===== config.mk =====
export PLATFORM = sky130hd
export DESIGN_NAME = tsec_top
export DESIGN_NICKNAME = d
export VERILOG_FILES = /design/src/hdl/tsec_pkg.sv /design/src/hdl/tsec_top.sv
export SDC_FILE = /design/constraint.sdc
export NUM_CORES = 1
export LEC_CHECK = 0
export ABC_AREA = 1
export BUFFER_PORTS_ARGS = -buffer_cell sky130_fd_sc_hd__buf_2
export CAP_MARGIN = 20
export CORE_UTILIZATION = 45
export DETAILED_ROUTE_END_ITERATION = 6
export GPL_TIMING_DRIVEN = 0
export PLACE_DENSITY_LB_ADDON = 0.3
export SLEW_MARGIN = 30
export SYNTH_ARGS = -nofsm -noshare
export SYNTH_HDL_FRONTEND = slang
export SYNTH_SLANG_ARGS = --single-unit

===== constraint.sdc =====
create_clock -name MCLK -period 10.9 [get_ports MCLK]
set_input_delay 1.635 -clock MCLK [delete_from_list [all_inputs] [get_ports MCLK]]
set_output_delay 1.635 -clock MCLK [all_outputs]
set_load 0.03 [all_outputs]

===== src/hdl/tsec_pkg.sv =====
// package: register map, levels, default routing for the event controller
package tsec_pkg;
  localparam int NUM_SRC = 32;
  localparam int NUM_EVT = 16;
  localparam int GP_FIRST = 7;
  localparam int GP_COUNT = 9;
  localparam int ASSIGN_W = 4;
  localparam int SRC_PER_ASSIGN = 8;
  localparam int NUM_ASSIGN = 4;
  // event numbers (priority, 0 highest)
  localparam int EVT_EMU = 0;
  localparam int EVT_RST = 1;
  localparam int EVT_NMI = 2;
  localparam int EVT_EXC = 3;
  localparam int EVT_RSVD = 4;
  localparam int EVT_HWE = 5;
  localparam int EVT_TMR = 6;
  // byte addresses on the register bus
  localparam logic [11:0] OFF_LATCH = 12'h000;
  localparam logic [11:0] OFF_UNMASK = 12'h004;
  localparam logic [11:0] OFF_ACTIVE = 12'h008;
  localparam logic [11:0] OFF_SYS_UNMASK = 12'h010;
  localparam logic [11:0] OFF_SYS_STATUS = 12'h014;
  localparam logic [11:0] OFF_WAKE_EN = 12'h018;
  localparam logic [11:0] OFF_ASSIGN0 = 12'h020;
  localparam logic [11:0] OFF_CTRL = 12'h030;
  // control register fields
  localparam int CTRL_GEN = 0;
  localparam int CTRL_SUP = 1;
  // reset values
  localparam logic [31:0] RST_UNMASK = 32'h0000_001f;
  localparam logic [31:0] RST_SYS_UNMASK = 32'h0000_0000;
  localparam logic [31:0] RST_WAKE_EN = 32'h0000_0000;
  // default routing, level minus seven, eight 4-bit fields per register
  localparam logic [31:0] RST_ASSIGN0 = 32'h2221_1000;
  localparam logic [31:0] RST_ASSIGN1 = 32'h3333_3332;
  localparam logic [31:0] RST_ASSIGN2 = 32'h5555_5444;
  localparam logic [31:0] RST_ASSIGN3 = 32'h6665_5555;
  // packed bus request
  typedef struct packed {
    logic sel;
    logic enable;
    logic write;
    logic [11:0] addr;
    logic [31:0] wdata;
  } tsec_apb_req_s;
endpackage : tsec_pkg


===== src/hdl/tsec_top.sv =====
// two-stage event controller: system routing stage plus core event stage
// Behaviour
// RL1: nine general-purpose levels, seven to fifteen, beside dedicated events.
// RL2: fixed priorities, zero highest; emulation, reset, nmi, exception, ...
// RL3: software keeps levels fourteen and fifteen for software handlers.
// RL4: every source routes to a general-purpose level set by software.
// RL5: reset routing follows the fixed default source-to-level table.
// RL6: software can see which shared source raised an interrupt.
// RL7: core stage holds latch, unmask and active registers, 32 bits.
// RL8: latch set on event, cleared on accept; writable only when masked.
// RL9: set unmask bit allows servicing; clear bit blocks it.
// RL10: core unmask register accessible only in supervisor mode.
// RL11: global enable and disable gate all general-purpose levels.
// RL12: active register marks nested events, hardware-only, supervisor read.
// RL13: system stage holds unmask, status and wake enable, one bit each.
// RL14: set system unmask bit lets a source through; clear blocks it.
// RL15: status bit reads one while its source asserts.
// RL16: enabled source asserting while core idles wakes the processor.
// RL17: latch sets on rising edge, detection takes two cycles.
// RL18: latch clears as active sets; next edge then queued.
// RL19: at least three cycles from rising edge to active bit.
// RL20: system stage uses active bits as acknowledgement; here no system-stage logic reads them.
// RL21: nesting and prioritisation; several handlers active at once.
// RL22: select highest latched, unmasked event above all active ones.
// RL23: each assignment field holds level minus seven for one source.
//
// datapath overview, one request from pin to pipeline:
//   cycle 0: a routed source or dedicated input rises
//   cycle 1: input registered and compared with its previous value
//   cycle 2: latch bit set, offer shown if unmasked and above all active
//   cycle 3: earliest accept lands; active bit sets, latch bit clears
// the offer is combinational so the pipeline sees it the cycle it forms;
// everything feeding it is registered, which keeps the path short.
//
// register map, one aligned 32-bit word each:
//   latch, unmask, active          core stage, supervisor only
//   system unmask, status, wake    system stage, always reachable
//   four assignment words          eight 4-bit level codes per word
//   control                        global enable and supervisor view
//
// limitations a user must know:
//   no wait states and no error answer; unmapped words read as zero
//   assignment codes above eight alias past level fifteen
//   a source held high gives one event; it must fall to be seen again
//
// Added by the designer: the APB slave port and the address map.
`timescale 1ns/1ps
module tsec_top (
  // clock and reset
  input wire logic MCLK,
  input wire logic RST_B,
  // apb slave
  input wire logic PSEL,
  input wire logic PENABLE,
  input wire logic PWRITE,
  input wire logic [11:0] PADDR,
  input wire logic [31:0] PWDATA,
  output logic [31:0] PRDATA,
  output logic PREADY,
  output logic PSLVERR,
  // peripheral sources and dedicated events
  input wire logic [31:0] SRC_IRQ,
  input wire logic [6:0] DED_EVT,
  input wire logic [1:0] SW_IRQ,
  // core pipeline side
  input wire logic SUPERVISOR,
  input wire logic GLOBAL_ENABLE,
  input wire logic GLOBAL_DISABLE,
  input wire logic CORE_IDLE,
  input wire logic EVT_ACCEPT,
  input wire logic EVT_RETURN,
  input wire logic [3:0] RETURN_NUM,
  output logic EVT_REQ,
  output logic [3:0] EVT_NUM,
  output logic WAKEUP
);
  logic rst_meta_q;
  logic rst_sync_q;
  tsec_pkg::tsec_apb_req_s req;
  logic [31:0] latch_q;
  logic [31:0] unmask_q;
  logic [31:0] active_q;
  logic [31:0] sys_unmask_q;
  logic [31:0] wake_en_q;
  logic [31:0] assign_q [tsec_pkg::NUM_ASSIGN];
  logic gen_q;
  logic [15:0] raw_in;
  logic [15:0] in_q;
  logic [15:0] rise_q;
  logic [15:0] gp_route;
  logic [15:0] cand;
  logic [15:0] accept_vec;
  logic [15:0] ret_vec;
  logic wr;
  logic rd_ok;
  logic [31:0] rdata_d;
  logic [31:0] rdata_q;
  logic [3:0] sel_num;
  logic sel_ok;

  // level of source s: assignment field plus seven
  function automatic logic [3:0] src_level(
    input logic [31:0] regs [tsec_pkg::NUM_ASSIGN], input int s);
    logic [3:0] f;
    f = regs[s / tsec_pkg::SRC_PER_ASSIGN][(s % 8) * 4 +: 4];
    return 4'(f + 4'(tsec_pkg::GP_FIRST)); // RL23
  endfunction : src_level

  // completed bus write to one word; shared by several registers
  function automatic logic wr_hit(input logic wr_en,
    input logic [11:0] a, input logic [11:0] off);
    return wr_en && (a == off);
  endfunction : wr_hit

  // reset release through two flops
  always_ff @(posedge MCLK or negedge RST_B) begin
    if (!RST_B) begin
      rst_meta_q <= 1'b0;
      rst_sync_q <= 1'b0;
    end else begin
      rst_meta_q <= 1'b1;
      rst_sync_q <= rst_meta_q;
    end
  end

  assign req = '{PSEL, PENABLE, PWRITE, PADDR, PWDATA};
  // zero-wait slave: every access completes in its first access cycle
  assign PREADY = 1'b1;
  assign PSLVERR = 1'b0;
  assign wr = req.sel && req.enable && req.write;

  // routing of unmasked sources onto levels seven..thirteen and beyond
  always_comb begin
    gp_route = '0;
    for (int s = 0; s < tsec_pkg::NUM_SRC; s++) begin
      if (SRC_IRQ[s] && sys_unmask_q[s]) begin // RL14
        gp_route[src_level(assign_q, s)] = 1'b1; // RL4
      end
    end
    gp_route[15:14] = gp_route[15:14] | SW_IRQ; // RL3
    gp_route[tsec_pkg::EVT_RSVD] = 1'b0;
  end

  // dedicated inputs 0..6 but reserved 4, plus routed general-purpose levels
  always_comb begin
    raw_in = gp_route;
    for (int e = 0; e < tsec_pkg::GP_FIRST; e++) begin
      if (e != tsec_pkg::EVT_RSVD) begin
        raw_in[e] = DED_EVT[e]; // RL2
      end
    end
  end

  // two-stage edge detection, register input then compare
  // levels are turned into edges here so a source that stays high
  // after its handler runs is not taken twice; the price is that a
  // pulse shorter than one clock may be missed
  always_ff @(posedge MCLK or negedge rst_sync_q) begin
    if (!rst_sync_q) begin
      in_q <= '0;
      rise_q <= '0;
    end else begin
      in_q <= raw_in;
      rise_q <= raw_in & ~in_q; // RL17
    end
  end

  // candidates: latched, unmasked, globally enabled at levels 7..15, above every active
  // the scan runs from lowest to highest priority so the last hit wins;
  // an active bit at or above a candidate blocks it, which gives nesting
  // without a separate stack in this block
  always_comb begin
    cand = '0;
    sel_ok = 1'b0;
    sel_num = '0;
    for (int e = 0; e < tsec_pkg::NUM_EVT; e++) begin
      cand[e] = latch_q[e] && unmask_q[e]; // RL9
      if (e >= tsec_pkg::GP_FIRST && !gen_q) begin
        cand[e] = 1'b0; // RL11
      end
    end
    for (int e = tsec_pkg::NUM_EVT - 1; e >= 0; e--) begin
      if (cand[e] && (active_q[15:0] & ((16'h0001 << e) - 16'h0001)) == '0
          && !active_q[e]) begin
        sel_ok = 1'b1; // RL22
        sel_num = 4'(e); // RL21
      end
    end
  end

  assign EVT_REQ = sel_ok;
  assign EVT_NUM = sel_num;

  always_comb begin
    accept_vec = '0;
    ret_vec = '0;
    if (EVT_ACCEPT && sel_ok) begin
      accept_vec[sel_num] = 1'b1;
    end
    if (EVT_RETURN) begin
      ret_vec[RETURN_NUM] = 1'b1;
    end
  end

  // latch: set on edge beats clear on accept; sw write only when masked
  // a new edge in the accept cycle must not be lost, hence set first;
  // software may only touch masked bits so it cannot race the offer
  always_ff @(posedge MCLK or negedge rst_sync_q) begin
    if (!rst_sync_q) begin
      latch_q <= '0;
    end else begin
      for (int e = 0; e < tsec_pkg::NUM_EVT; e++) begin
        if (rise_q[e]) begin
          latch_q[e] <= 1'b1; // RL8
        end else if (accept_vec[e]) begin
          latch_q[e] <= 1'b0; // RL18
        end else if (wr_hit(wr, req.addr, tsec_pkg::OFF_LATCH) && SUPERVISOR
                     && !unmask_q[e]) begin
          latch_q[e] <= req.wdata[e]; // RL8
        end
      end
      latch_q[31:16] <= '0;
      latch_q[tsec_pkg::EVT_RSVD] <= 1'b0;
    end
  end

  // active: hardware only, set on accept, cleared on return; nests
  // no system-stage logic reads a set bit here; the latch of the level
  // clears on the accept itself and can take the next edge from then on
  always_ff @(posedge MCLK or negedge rst_sync_q) begin
    if (!rst_sync_q) begin
      active_q <= '0;
    end else begin
      active_q[15:0] <= (active_q[15:0] & ~ret_vec) | accept_vec; // RL12
      // edge to active is at least three cycles: rise_q, latch, active
      active_q[31:16] <= '0; // RL19
    end
  end

  // software-written state
  // only complete access cycles write, so a setup alone changes nothing;
  // the unmask word keeps its lowest four events on whatever is written
  always_ff @(posedge MCLK or negedge rst_sync_q) begin
    if (!rst_sync_q) begin
      unmask_q <= tsec_pkg::RST_UNMASK;
      sys_unmask_q <= tsec_pkg::RST_SYS_UNMASK;
      wake_en_q <= tsec_pkg::RST_WAKE_EN;
      assign_q[0] <= tsec_pkg::RST_ASSIGN0; // RL5
      assign_q[1] <= tsec_pkg::RST_ASSIGN1;
      assign_q[2] <= tsec_pkg::RST_ASSIGN2;
      assign_q[3] <= tsec_pkg::RST_ASSIGN3;
    end else if (wr) begin
      unique case (req.addr)
        tsec_pkg::OFF_UNMASK: begin
          if (SUPERVISOR) begin
            // unmaskable events 0..3 stay enabled
            unmask_q <= {16'h0000, req.wdata[15:0]} | 32'h0000_000f; // RL10
          end
        end
        tsec_pkg::OFF_SYS_UNMASK: sys_unmask_q <= req.wdata; // RL13
        tsec_pkg::OFF_WAKE_EN: wake_en_q <= req.wdata;
        tsec_pkg::OFF_ASSIGN0: assign_q[0] <= req.wdata;
        tsec_pkg::OFF_ASSIGN0 + 12'h004: assign_q[1] <= req.wdata;
        tsec_pkg::OFF_ASSIGN0 + 12'h008: assign_q[2] <= req.wdata;
        tsec_pkg::OFF_ASSIGN0 + 12'h00c: assign_q[3] <= req.wdata;
        default: ;
      endcase
    end
  end

  // global enable: set instruction wins over clear instruction
  always_ff @(posedge MCLK or negedge rst_sync_q) begin
    if (!rst_sync_q) begin
      gen_q <= 1'b0;
    end else if (GLOBAL_ENABLE) begin
      gen_q <= 1'b1; // RL11
    end else if (GLOBAL_DISABLE) begin
      gen_q <= 1'b0;
    end else if (wr_hit(wr, req.addr, tsec_pkg::OFF_CTRL)) begin
      gen_q <= req.wdata[tsec_pkg::CTRL_GEN];
    end
  end

  // wake-up: any enabled source while the core idles
  // registered so the power control sees a clean level; it ignores the
  // system unmask on purpose, a masked source may still wake the core
  always_ff @(posedge MCLK or negedge rst_sync_q) begin
    if (!rst_sync_q) begin
      WAKEUP <= 1'b0;
    end else begin
      WAKEUP <= CORE_IDLE && |(SRC_IRQ & wake_en_q); // RL16
    end
  end

  // read mux; core registers read as zero outside supervisor mode
  // status reads the raw source pins so software can tell which of
  // several sources sharing a level is asking
  always_comb begin
    rd_ok = SUPERVISOR;
    rdata_d = '0;
    unique case (req.addr)
      tsec_pkg::OFF_LATCH: rdata_d = rd_ok ? latch_q : '0; // RL7
      tsec_pkg::OFF_UNMASK: rdata_d = rd_ok ? unmask_q : '0; // RL10
      tsec_pkg::OFF_ACTIVE: rdata_d = rd_ok ? active_q : '0; // RL20
      tsec_pkg::OFF_SYS_UNMASK: rdata_d = sys_unmask_q;
      tsec_pkg::OFF_SYS_STATUS: rdata_d = SRC_IRQ; // RL15 RL6
      tsec_pkg::OFF_WAKE_EN: rdata_d = wake_en_q;
      tsec_pkg::OFF_ASSIGN0: rdata_d = assign_q[0];
      tsec_pkg::OFF_ASSIGN0 + 12'h004: rdata_d = assign_q[1];
      tsec_pkg::OFF_ASSIGN0 + 12'h008: rdata_d = assign_q[2];
      tsec_pkg::OFF_ASSIGN0 + 12'h00c: rdata_d = assign_q[3];
      tsec_pkg::OFF_CTRL: rdata_d = {30'h0, SUPERVISOR, gen_q};
      default: rdata_d = '0;
    endcase
  end

  // read data registered at setup so it stands in the access cycle
  // it then holds until the next read setup, never changing mid-access
  always_ff @(posedge MCLK or negedge rst_sync_q) begin
    if (!rst_sync_q) begin
      rdata_q <= '0;
    end else if (req.sel && !req.enable && !req.write) begin
      rdata_q <= rdata_d;
    end
  end
  assign PRDATA = rdata_q;
  // RL1: levels 7..15 are bits 7..15 of latch, unmask and active
endmodule : tsec_top


==> results.sh, run 1 <==
export IMPL_final_area_mm2=0.02025
export IMPL_dieArea_mm2=0.03984
export IMPL_synth_top_area_share_pct=35.74
export IMPL_num_fill_cells=3775
export IMPL_row_count=72
export IMPL_worstPathMaxFanout=8
export IMPL_cts_tree="yes"
export IMPL_critPathArrivalTime_ns=2.79
export IMPL_die_y_um=199.6
export IMPL_min_period_ns=4.426
export IMPL_start_util_pct=45.57
export IMPL_ys_flop_type="dfrtp_1"
export IMPL_ys_seq_area_share_pct=43.22
export IMPL_fin_util_pct=52.53
export IMPL_cts_sinks=301
export IMPL_ant_nets=0
export IMPL_grt_max_degree=50
export IMPL_min_period_over_period_pct=40.60
export IMPL_crit_type="reg2out"
export IMPL_p_leak_nw=9.234
export IMPL_setup_viol=0
export IMPL_outcome="finished with violations"
export IMPL_max_cap_violations=0
export IMPL_cpMaxStageDelayCell="dfrtp_1"
export IMPL_max_stage_delay_ns=0.44
export IMPL_insertion_delay_ns=0.58
export IMPL_grt_pass1_wl_um=130200
export IMPL_routed_wl_um=93060
export IMPL_syn_avg_cell_area_um2=7.322
export IMPL_ios=140
export IMPL_tightest_slew_ns=1.029
export IMPL_hold_buffers=0
export IMPL_synthCells=2400
export IMPL_finalPower_mw=2.645
export IMPL_hold_violations=0
export IMPL_synth_cell_types=55
export IMPL_yosysWarnings=0
export IMPL_grt_antenna_before_repair=3
export IMPL_path_clk_slew_ns=0.06
export IMPL_violations="DRC"
export IMPL_placed_area_mm2=0.01906
export IMPL_critPathMostFrequentCell="nand2_1"
export IMPL_drt_pre_antenna_iters=7
export IMPL_root_buffer="clkbuf_16"
export IMPL_io_buffer_count=136
export IMPL_peakVddDrop_mv=0.1102
export IMPL_max_freq_mhz=225.9
export IMPL_wl_per_cell_um=29.76
export IMPL_dp_hpwl_um=75590
export IMPL_vias=19730
export IMPL_viasPerCell=6.310
export IMPL_finClkSkew_ns=0.01537
export IMPL_relSlewSlack_pct=30.90
export IMPL_grt_pass1_vias=18400
export IMPL_ctsHtreeMaxLevel=2
export IMPL_drt_iter0_markers=2900
export IMPL_netlist_area_mm2=0.01757
export IMPL_area_delta_synth_final_pct=15.27
export IMPL_gp_congestion=1.202
export IMPL_nets=2681
export IMPL_powerDensity_mw_per_mm2=130.6
export IMPL_rsz0062_at_grt="false"
export IMPL_core_area_mm2=0.03856
export IMPL_ys_ff_latch=301
export IMPL_grt_use_total_pct=47.25
export IMPL_start_kind="register"
export IMPL_critPathCaptureType="output pin"
export IMPL_drc=15
export IMPL_clk_path_buf_depth=3
export IMPL_die_width_um=199.6
export IMPL_drv_slew=0
export IMPL_cts_setup_buffers=0
export IMPL_grt_overflow=0
export IMPL_synth_area_leaders="dfrtp_1, nand2_1, o21ai_0"
export IMPL_async_reset_ff_share_pct=100.0
export IMPL_required_ns=9.27
export IMPL_drive_above_1_share_pct=12.20
export IMPL_synth_edff_count=0
export IMPL_yosys_area_top_type="dfrtp_1"
export IMPL_crit_chain="nor2_1, nand2_2, nor2_8, nand3_1, nand2_1, nand2_1, nand2_1, nand2_1, nand2_1, nand2_1, nand2_1, nand2_1, nand2_2, nand2_4, nand2_4, nand2_2, inv_1, buf_2"
export IMPL_cts_resized=0
export IMPL_hold_path_class="reg2async"
export IMPL_numCtsBuffers=35
[layer usage]
layer  wire length (um)  global-route usage (%)  up-vias
li1                   -                       -     8486
met1              35320                   59.84     9396
met2              37880                   67.75     1476
met3              10820                   12.12      373
met4               9044                   38.45        0
met5                  0                       0        -
[per-stage QoR]
step	hold slack (ns)	setup slack (ns)	setup TNS [ns]	cells
5_1_grt	0.3678	6.221	0	3125
4_1_cts	0.3512	6.548	0	3124
6_report	0.3460	6.474	0	3127
3_5_place_dp	0.3379	6.408	0	3061
3_3_place_gp	0.3357	-1.266	-308.50	3055
2_1_floorplan	0.3312	1.978	0	2401
[power by group]
| part | switching, mW | leakage (nW) | total (mW) | internal (mW) |
|---|---|---|---|---|
| registers | 0.0212 | 3.92 | 1.16 | 1.14 |
| logic | 0.184 | 4.73 | 0.248 | 0.0646 |
| clock network | 0.520 | 0.584 | 1.24 | 0.719 |
[logic make-up (layout without fill, tap and decap cells)]
family | count (synthesis) | after routing | share of synthesized area, %
other | 2 | 5 | 0.04274
muxes | 16 | 16 | 1.025
xor gates and xnor gates | 2 | 2 | 0.09970
AOI/OAI and AO/OA | 571 | 571 | 19.43
buffers and inverters | 444 | 650 | 9.670
DFF | 301 | 301 | 43.22
and+or+nand+nor | 1064 | 1064 | 26.51
[layout make-up]
| class | instances | area, um^2 | share of cell area, % |
|---|---|---|---|
| Antenna cell | 2 | 5.005 | 0.02471 |
| Buffer | 77 | 316.6 | 1.563 |
| Clock buffer | 50 | 1045 | 5.158 |
| Clock inverter | 13 | 131.4 | 0.6486 |
| Inverter | 367 | 1383 | 6.826 |
| Multi-Input combinational cell | 1656 | 8300 | 40.98 |
| Sequential cell | 301 | 7599 | 37.52 |
| Tap cell | 518 | 648.1 | 3.200 |
| Timing Repair Buffer | 143 | 827.0 | 4.083 |
[layout by cell type (no fill, tap or decap), drive strengths merged, types with 2 or more instances in the layout]
| cell | n |
|---|---|
| nand2 | 559 |
| inv | 368 |
| o21ai | 338 |
| dfrtp | 251 |
| nor2 | 184 |
| buf | 160 |
| nand3 | 152 |
| clkbuf | 110 |
| nor3 | 86 |
| o22ai | 57 |
| dfstp | 50 |
| nand4 | 42 |
| nor4 | 32 |
| a21oi | 30 |
| a221oi | 29 |
| o41ai | 20 |
| a31oi | 19 |
| a22o | 16 |
| mux2 | 16 |
| o2111ai | 15 |
| o32ai | 11 |
| a21o | 10 |
| clkinv | 9 |
| a311oi | 4 |
| o221ai | 4 |
| o211ai | 3 |
| a32o | 3 |
| a211oi | 3 |
| and3 | 3 |
| o31ai | 3 |
| conb | 3 |
| or2 | 3 |
| diode | 2 |
| o211a | 2 |
| xor2 | 2 |
| o21a | 2 |
| bufinv | 2 |
[state kept, by name, indices dropped and copies added, names as in the netlist]
signal        count
active_q         16
in_q             15
rst_meta_q        1
unmask_q         12
sys_unmask_q     32
assign_q        128
WAKEUP            1
wake_en_q        32
rst_sync_q        1
latch_q          15
gen_q             1
PRDATA           32
rise_q           15
[path summary, 6_finish.rpt]
kind	from	endpoint	slack (ns)	depth (start not counted)
setup / recovery	active_q[4]	EVT_NUM[0]	6.47	18
hold / removal	rst_sync_q	in_q[14]	0.35	0
setup reg to reg	assign_q[9]	rise_q[14]	7.50	9
hold reg to reg	rst_sync_q	in_q[14]	0.35	0
max in group asynchronous	rst_sync_q	assign_q[89]	9.52	2
min in group MCLK	rst_meta_q	rst_sync_q	0.35	0
[cells in the mapped netlist, types with 11 or more instances]
library cell,n
dfstp_2,50
a221oi_1,29
a22o_1,16
inv_1,360
o2111ai_1,15
o21ai_0,336
a31oi_1,19
clkbuf_1,60
o41ai_1,20
buf_2,13
nand3_1,152
nor3_1,82
nand2_1,545
o22ai_1,57
o32ai_1,11
mux2_2,16
nor4_1,32
dfrtp_1,251
nor2_1,179
nand4_1,42
a21oi_1,30
[worst max-delay path: cells and delay by family, from the launching register on]
kind	cells	cell delay, ns
flip-flops	1	0.44
AND/OR/NAND/NOR	16	1.53
buffers and inverters	2	0.25
Power figures use the tool's default switching activity.
==> run 2: changes to the inputs <==
clock period = 3.9 ns   (was 10.9 ns; I/O delays follow)
==> run 2 against run 1 <==
The flow still finishes with violations (DRC). Combinational power grew to 2.9 times the previous value. Critical path depth shrank 8. Sequential cell count is the same. Setup slack lost 5.9 ns. Power grew to 2.7 times the previous value. First-iteration DRC count shrank 12%. Via count shrank 0.57%. Register-to-register slack lost 6.9 ns. Highest routed layer is now met5.
==> results.sh, run 2 (same netlist as run 1, synthesis figures left out) <==
export IMPL_start_kind="input port"
export IMPL_ctsHtreeMaxLevel=2
export IMPL_fin_util_pct=52.43
export IMPL_numCtsBuffers=35
export IMPL_critPathArrivalTime_ns=3.76
export IMPL_top_register="assign_q"
export IMPL_gp_congestion=1.143
export IMPL_cts_resized=0
export IMPL_hold_path_class="in2reg"
export IMPL_viasPerCell=6.262
export IMPL_ios=140
export IMPL_violations="DRC"
export IMPL_ant_nets=0
export IMPL_grt_antenna_before_repair=9
export IMPL_core_area_mm2=0.03856
export IMPL_grt_pass1_wl_um=124200
export IMPL_routed_wl_um=89440
export IMPL_dieArea_mm2=0.03984
export IMPL_max_cap_violations=0
export IMPL_p_switching_mw=2.021
export IMPL_swShare_pct=27.89
export IMPL_max_stage_delay_ns=0.88
export IMPL_required_ns=4.33
export IMPL_crit_type="in2reg"
export IMPL_drv_slew=0
export IMPL_start_util_pct=45.57
export IMPL_peakVddDrop_mv=0.3369
export IMPL_powerDensity_mw_per_mm2=358.5
export IMPL_io_buffer_count=136
export IMPL_finClkSkew_ns=0.03423
export IMPL_cpMaxStageDelayCell="a221oi_1"
export IMPL_path_buf_inv=4
export IMPL_relSlewSlack_pct=26.29
export IMPL_wl_per_cell_um=28.55
export IMPL_nets=2682
export IMPL_setup_viol=0
export IMPL_max_freq_mhz=300.8
export IMPL_finalPower_mw=7.247
export IMPL_clk_path_buf_depth=3
export IMPL_cts_setup_buffers=0
export IMPL_area_delta_synth_final_pct=15.04
export IMPL_die_width_um=199.6
export IMPL_final_common_cell="nand2_1"
export IMPL_critPathTopFamily="compound AO/OA/AOI/OAI gates"
export IMPL_insertion_delay_ns=0.57
export IMPL_seqPwrFrac_pct=44.6
export IMPL_tightest_slew_ns=1.096
export IMPL_seq_area_mm2=0.007599
export IMPL_hold_slack_ns=0.1395
export IMPL_path_clk_slew_ns=0.06
export IMPL_grt_pass1_vias=17760
export IMPL_grt_max_degree=53
export IMPL_grt_use_total_pct=45.11
export IMPL_largest_reg_flops=128
export IMPL_pwr_share_clk_pct=45.6
export IMPL_drt_iter0_markers=2549
export IMPL_worstPathMaxFanout=10
export IMPL_drive_above_1_share_pct=12.04
export IMPL_rsz0062_at_grt="false"
export IMPL_final_cell_mix="nand2_1, inv_1, o21ai_0"
export IMPL_combPwrFrac_pct=9.8
export IMPL_die_y_um=199.6
export IMPL_cts_tree="yes"
export IMPL_dp_hpwl_um=72790
export IMPL_row_count=72
export IMPL_drt_pre_antenna_iters=7
export IMPL_min_period_ns=3.324
export IMPL_cts_sinks=301
export IMPL_hold_violations=0
export IMPL_p_leak_nw=9.189
export IMPL_min_period_over_period_pct=85.23
export IMPL_p_int_mw=5.226
export IMPL_root_buffer="clkbuf_16"
export IMPL_drc=2
export IMPL_crit_chain="buf_2, inv_1, nand3_1, inv_1, nand4_1, clkbuf_1, o22ai_1, a221oi_1, nand3_1, mux2_2"
export IMPL_vias=19620
export IMPL_num_fill_cells=3857
export IMPL_grt_overflow=0
export IMPL_critPathCaptureType="register"
export IMPL_multi_input_area_mm2=0.008310
export IMPL_outcome="finished with violations"
## run 2: cell types whose count changed in the layout (fill, tap and decap cells not counted), moves of 2 or more
cell and change:
clkinv_2 +2, buf_16 +2, nor3_1 -2, clkbuf_8 -6, diode_2 +4, clkbuf_1 +8, nor3_2 +3, buf_12 -2
## run 2: timing repair
action                                  CTS  global route
hold buffers                              1             0
endpoints found under the setup margin    0             0
endpoints found under the hold margin     2             0
## run 2: per-stage QoR
stage	worst slack, ns	cell area (um^2)	cells	setup TNS (ns)
final	0.5759	20210	3133	0
after global routing	0.3804	20200	3129	0
after CTS	0.6455	20190	3126	0
after detailed placement	0.4894	19080	3061	0
after global placement	-0.1851	18910	3055	-37.67
after floorplan	0.9326	17580	2401	0
## run 2: worst paths after layout
kind / startpoint / endpoint / slack (ns) / cells past startpoint
worst max-delay path: PADDR[4] / PRDATA[15] / 0.58 / 10
worst min-delay path: DED_EVT[1] / in_q[1] / 0.14 / 1
max in group asynchronous: rst_sync_q / assign_q[72] / 2.58 / 2
worst max register to register: assign_q[9] / rise_q[14] / 0.63 / 9
worst min register to register: rst_sync_q / rise_q[7] / 0.32 / 0
min in group asynchronous: rst_sync_q / rise_q[7] / 0.32 / 0
## run 2: power by group through the flow
stage                     Combinational [mW]  Sequential (mW)  Clock (mW)
after detailed placement               0.691             3.29           0
after CTS                              0.694             3.23        3.29
after global placement                 0.604             3.34           0
after global routing                   0.763             3.24        3.40
after floorplan                        0.384             3.31           0
final                                  0.708             3.23        3.31
## run 2: routing by layer
metal  part of all wire, %  GRT usage [%]
met2                    42          67.22
met1                    39          57.60
met3                    11          12.08
met5                 0.025              0
met4                   7.5          29.09
## run 2: worst reg2reg max path, cell delays in order, from the launching register on
cell     delay [ns]
dfrtp_1        0.51
nor2_1         0.25
nor2_1         0.08
o21ai_0        0.51
o21ai_0        0.49
a221o_1        0.41
nor3_1         0.39
nand4_1        0.32
nand2_1        0.15
inv_1          0.05
## run 2: cell type report
type | count | area share, %
clock buffers | 51 | 4.785
multi-input cells | 1656 | 41.11
inverters | 367 | 6.840
clock inverters | 13 | 0.6437
diodes | 6 | 0.07428
plain buffers | 77 | 1.566
well taps | 518 | 3.206
repair buffers | 144 | 4.184
flip-flops and latches | 301 | 37.59
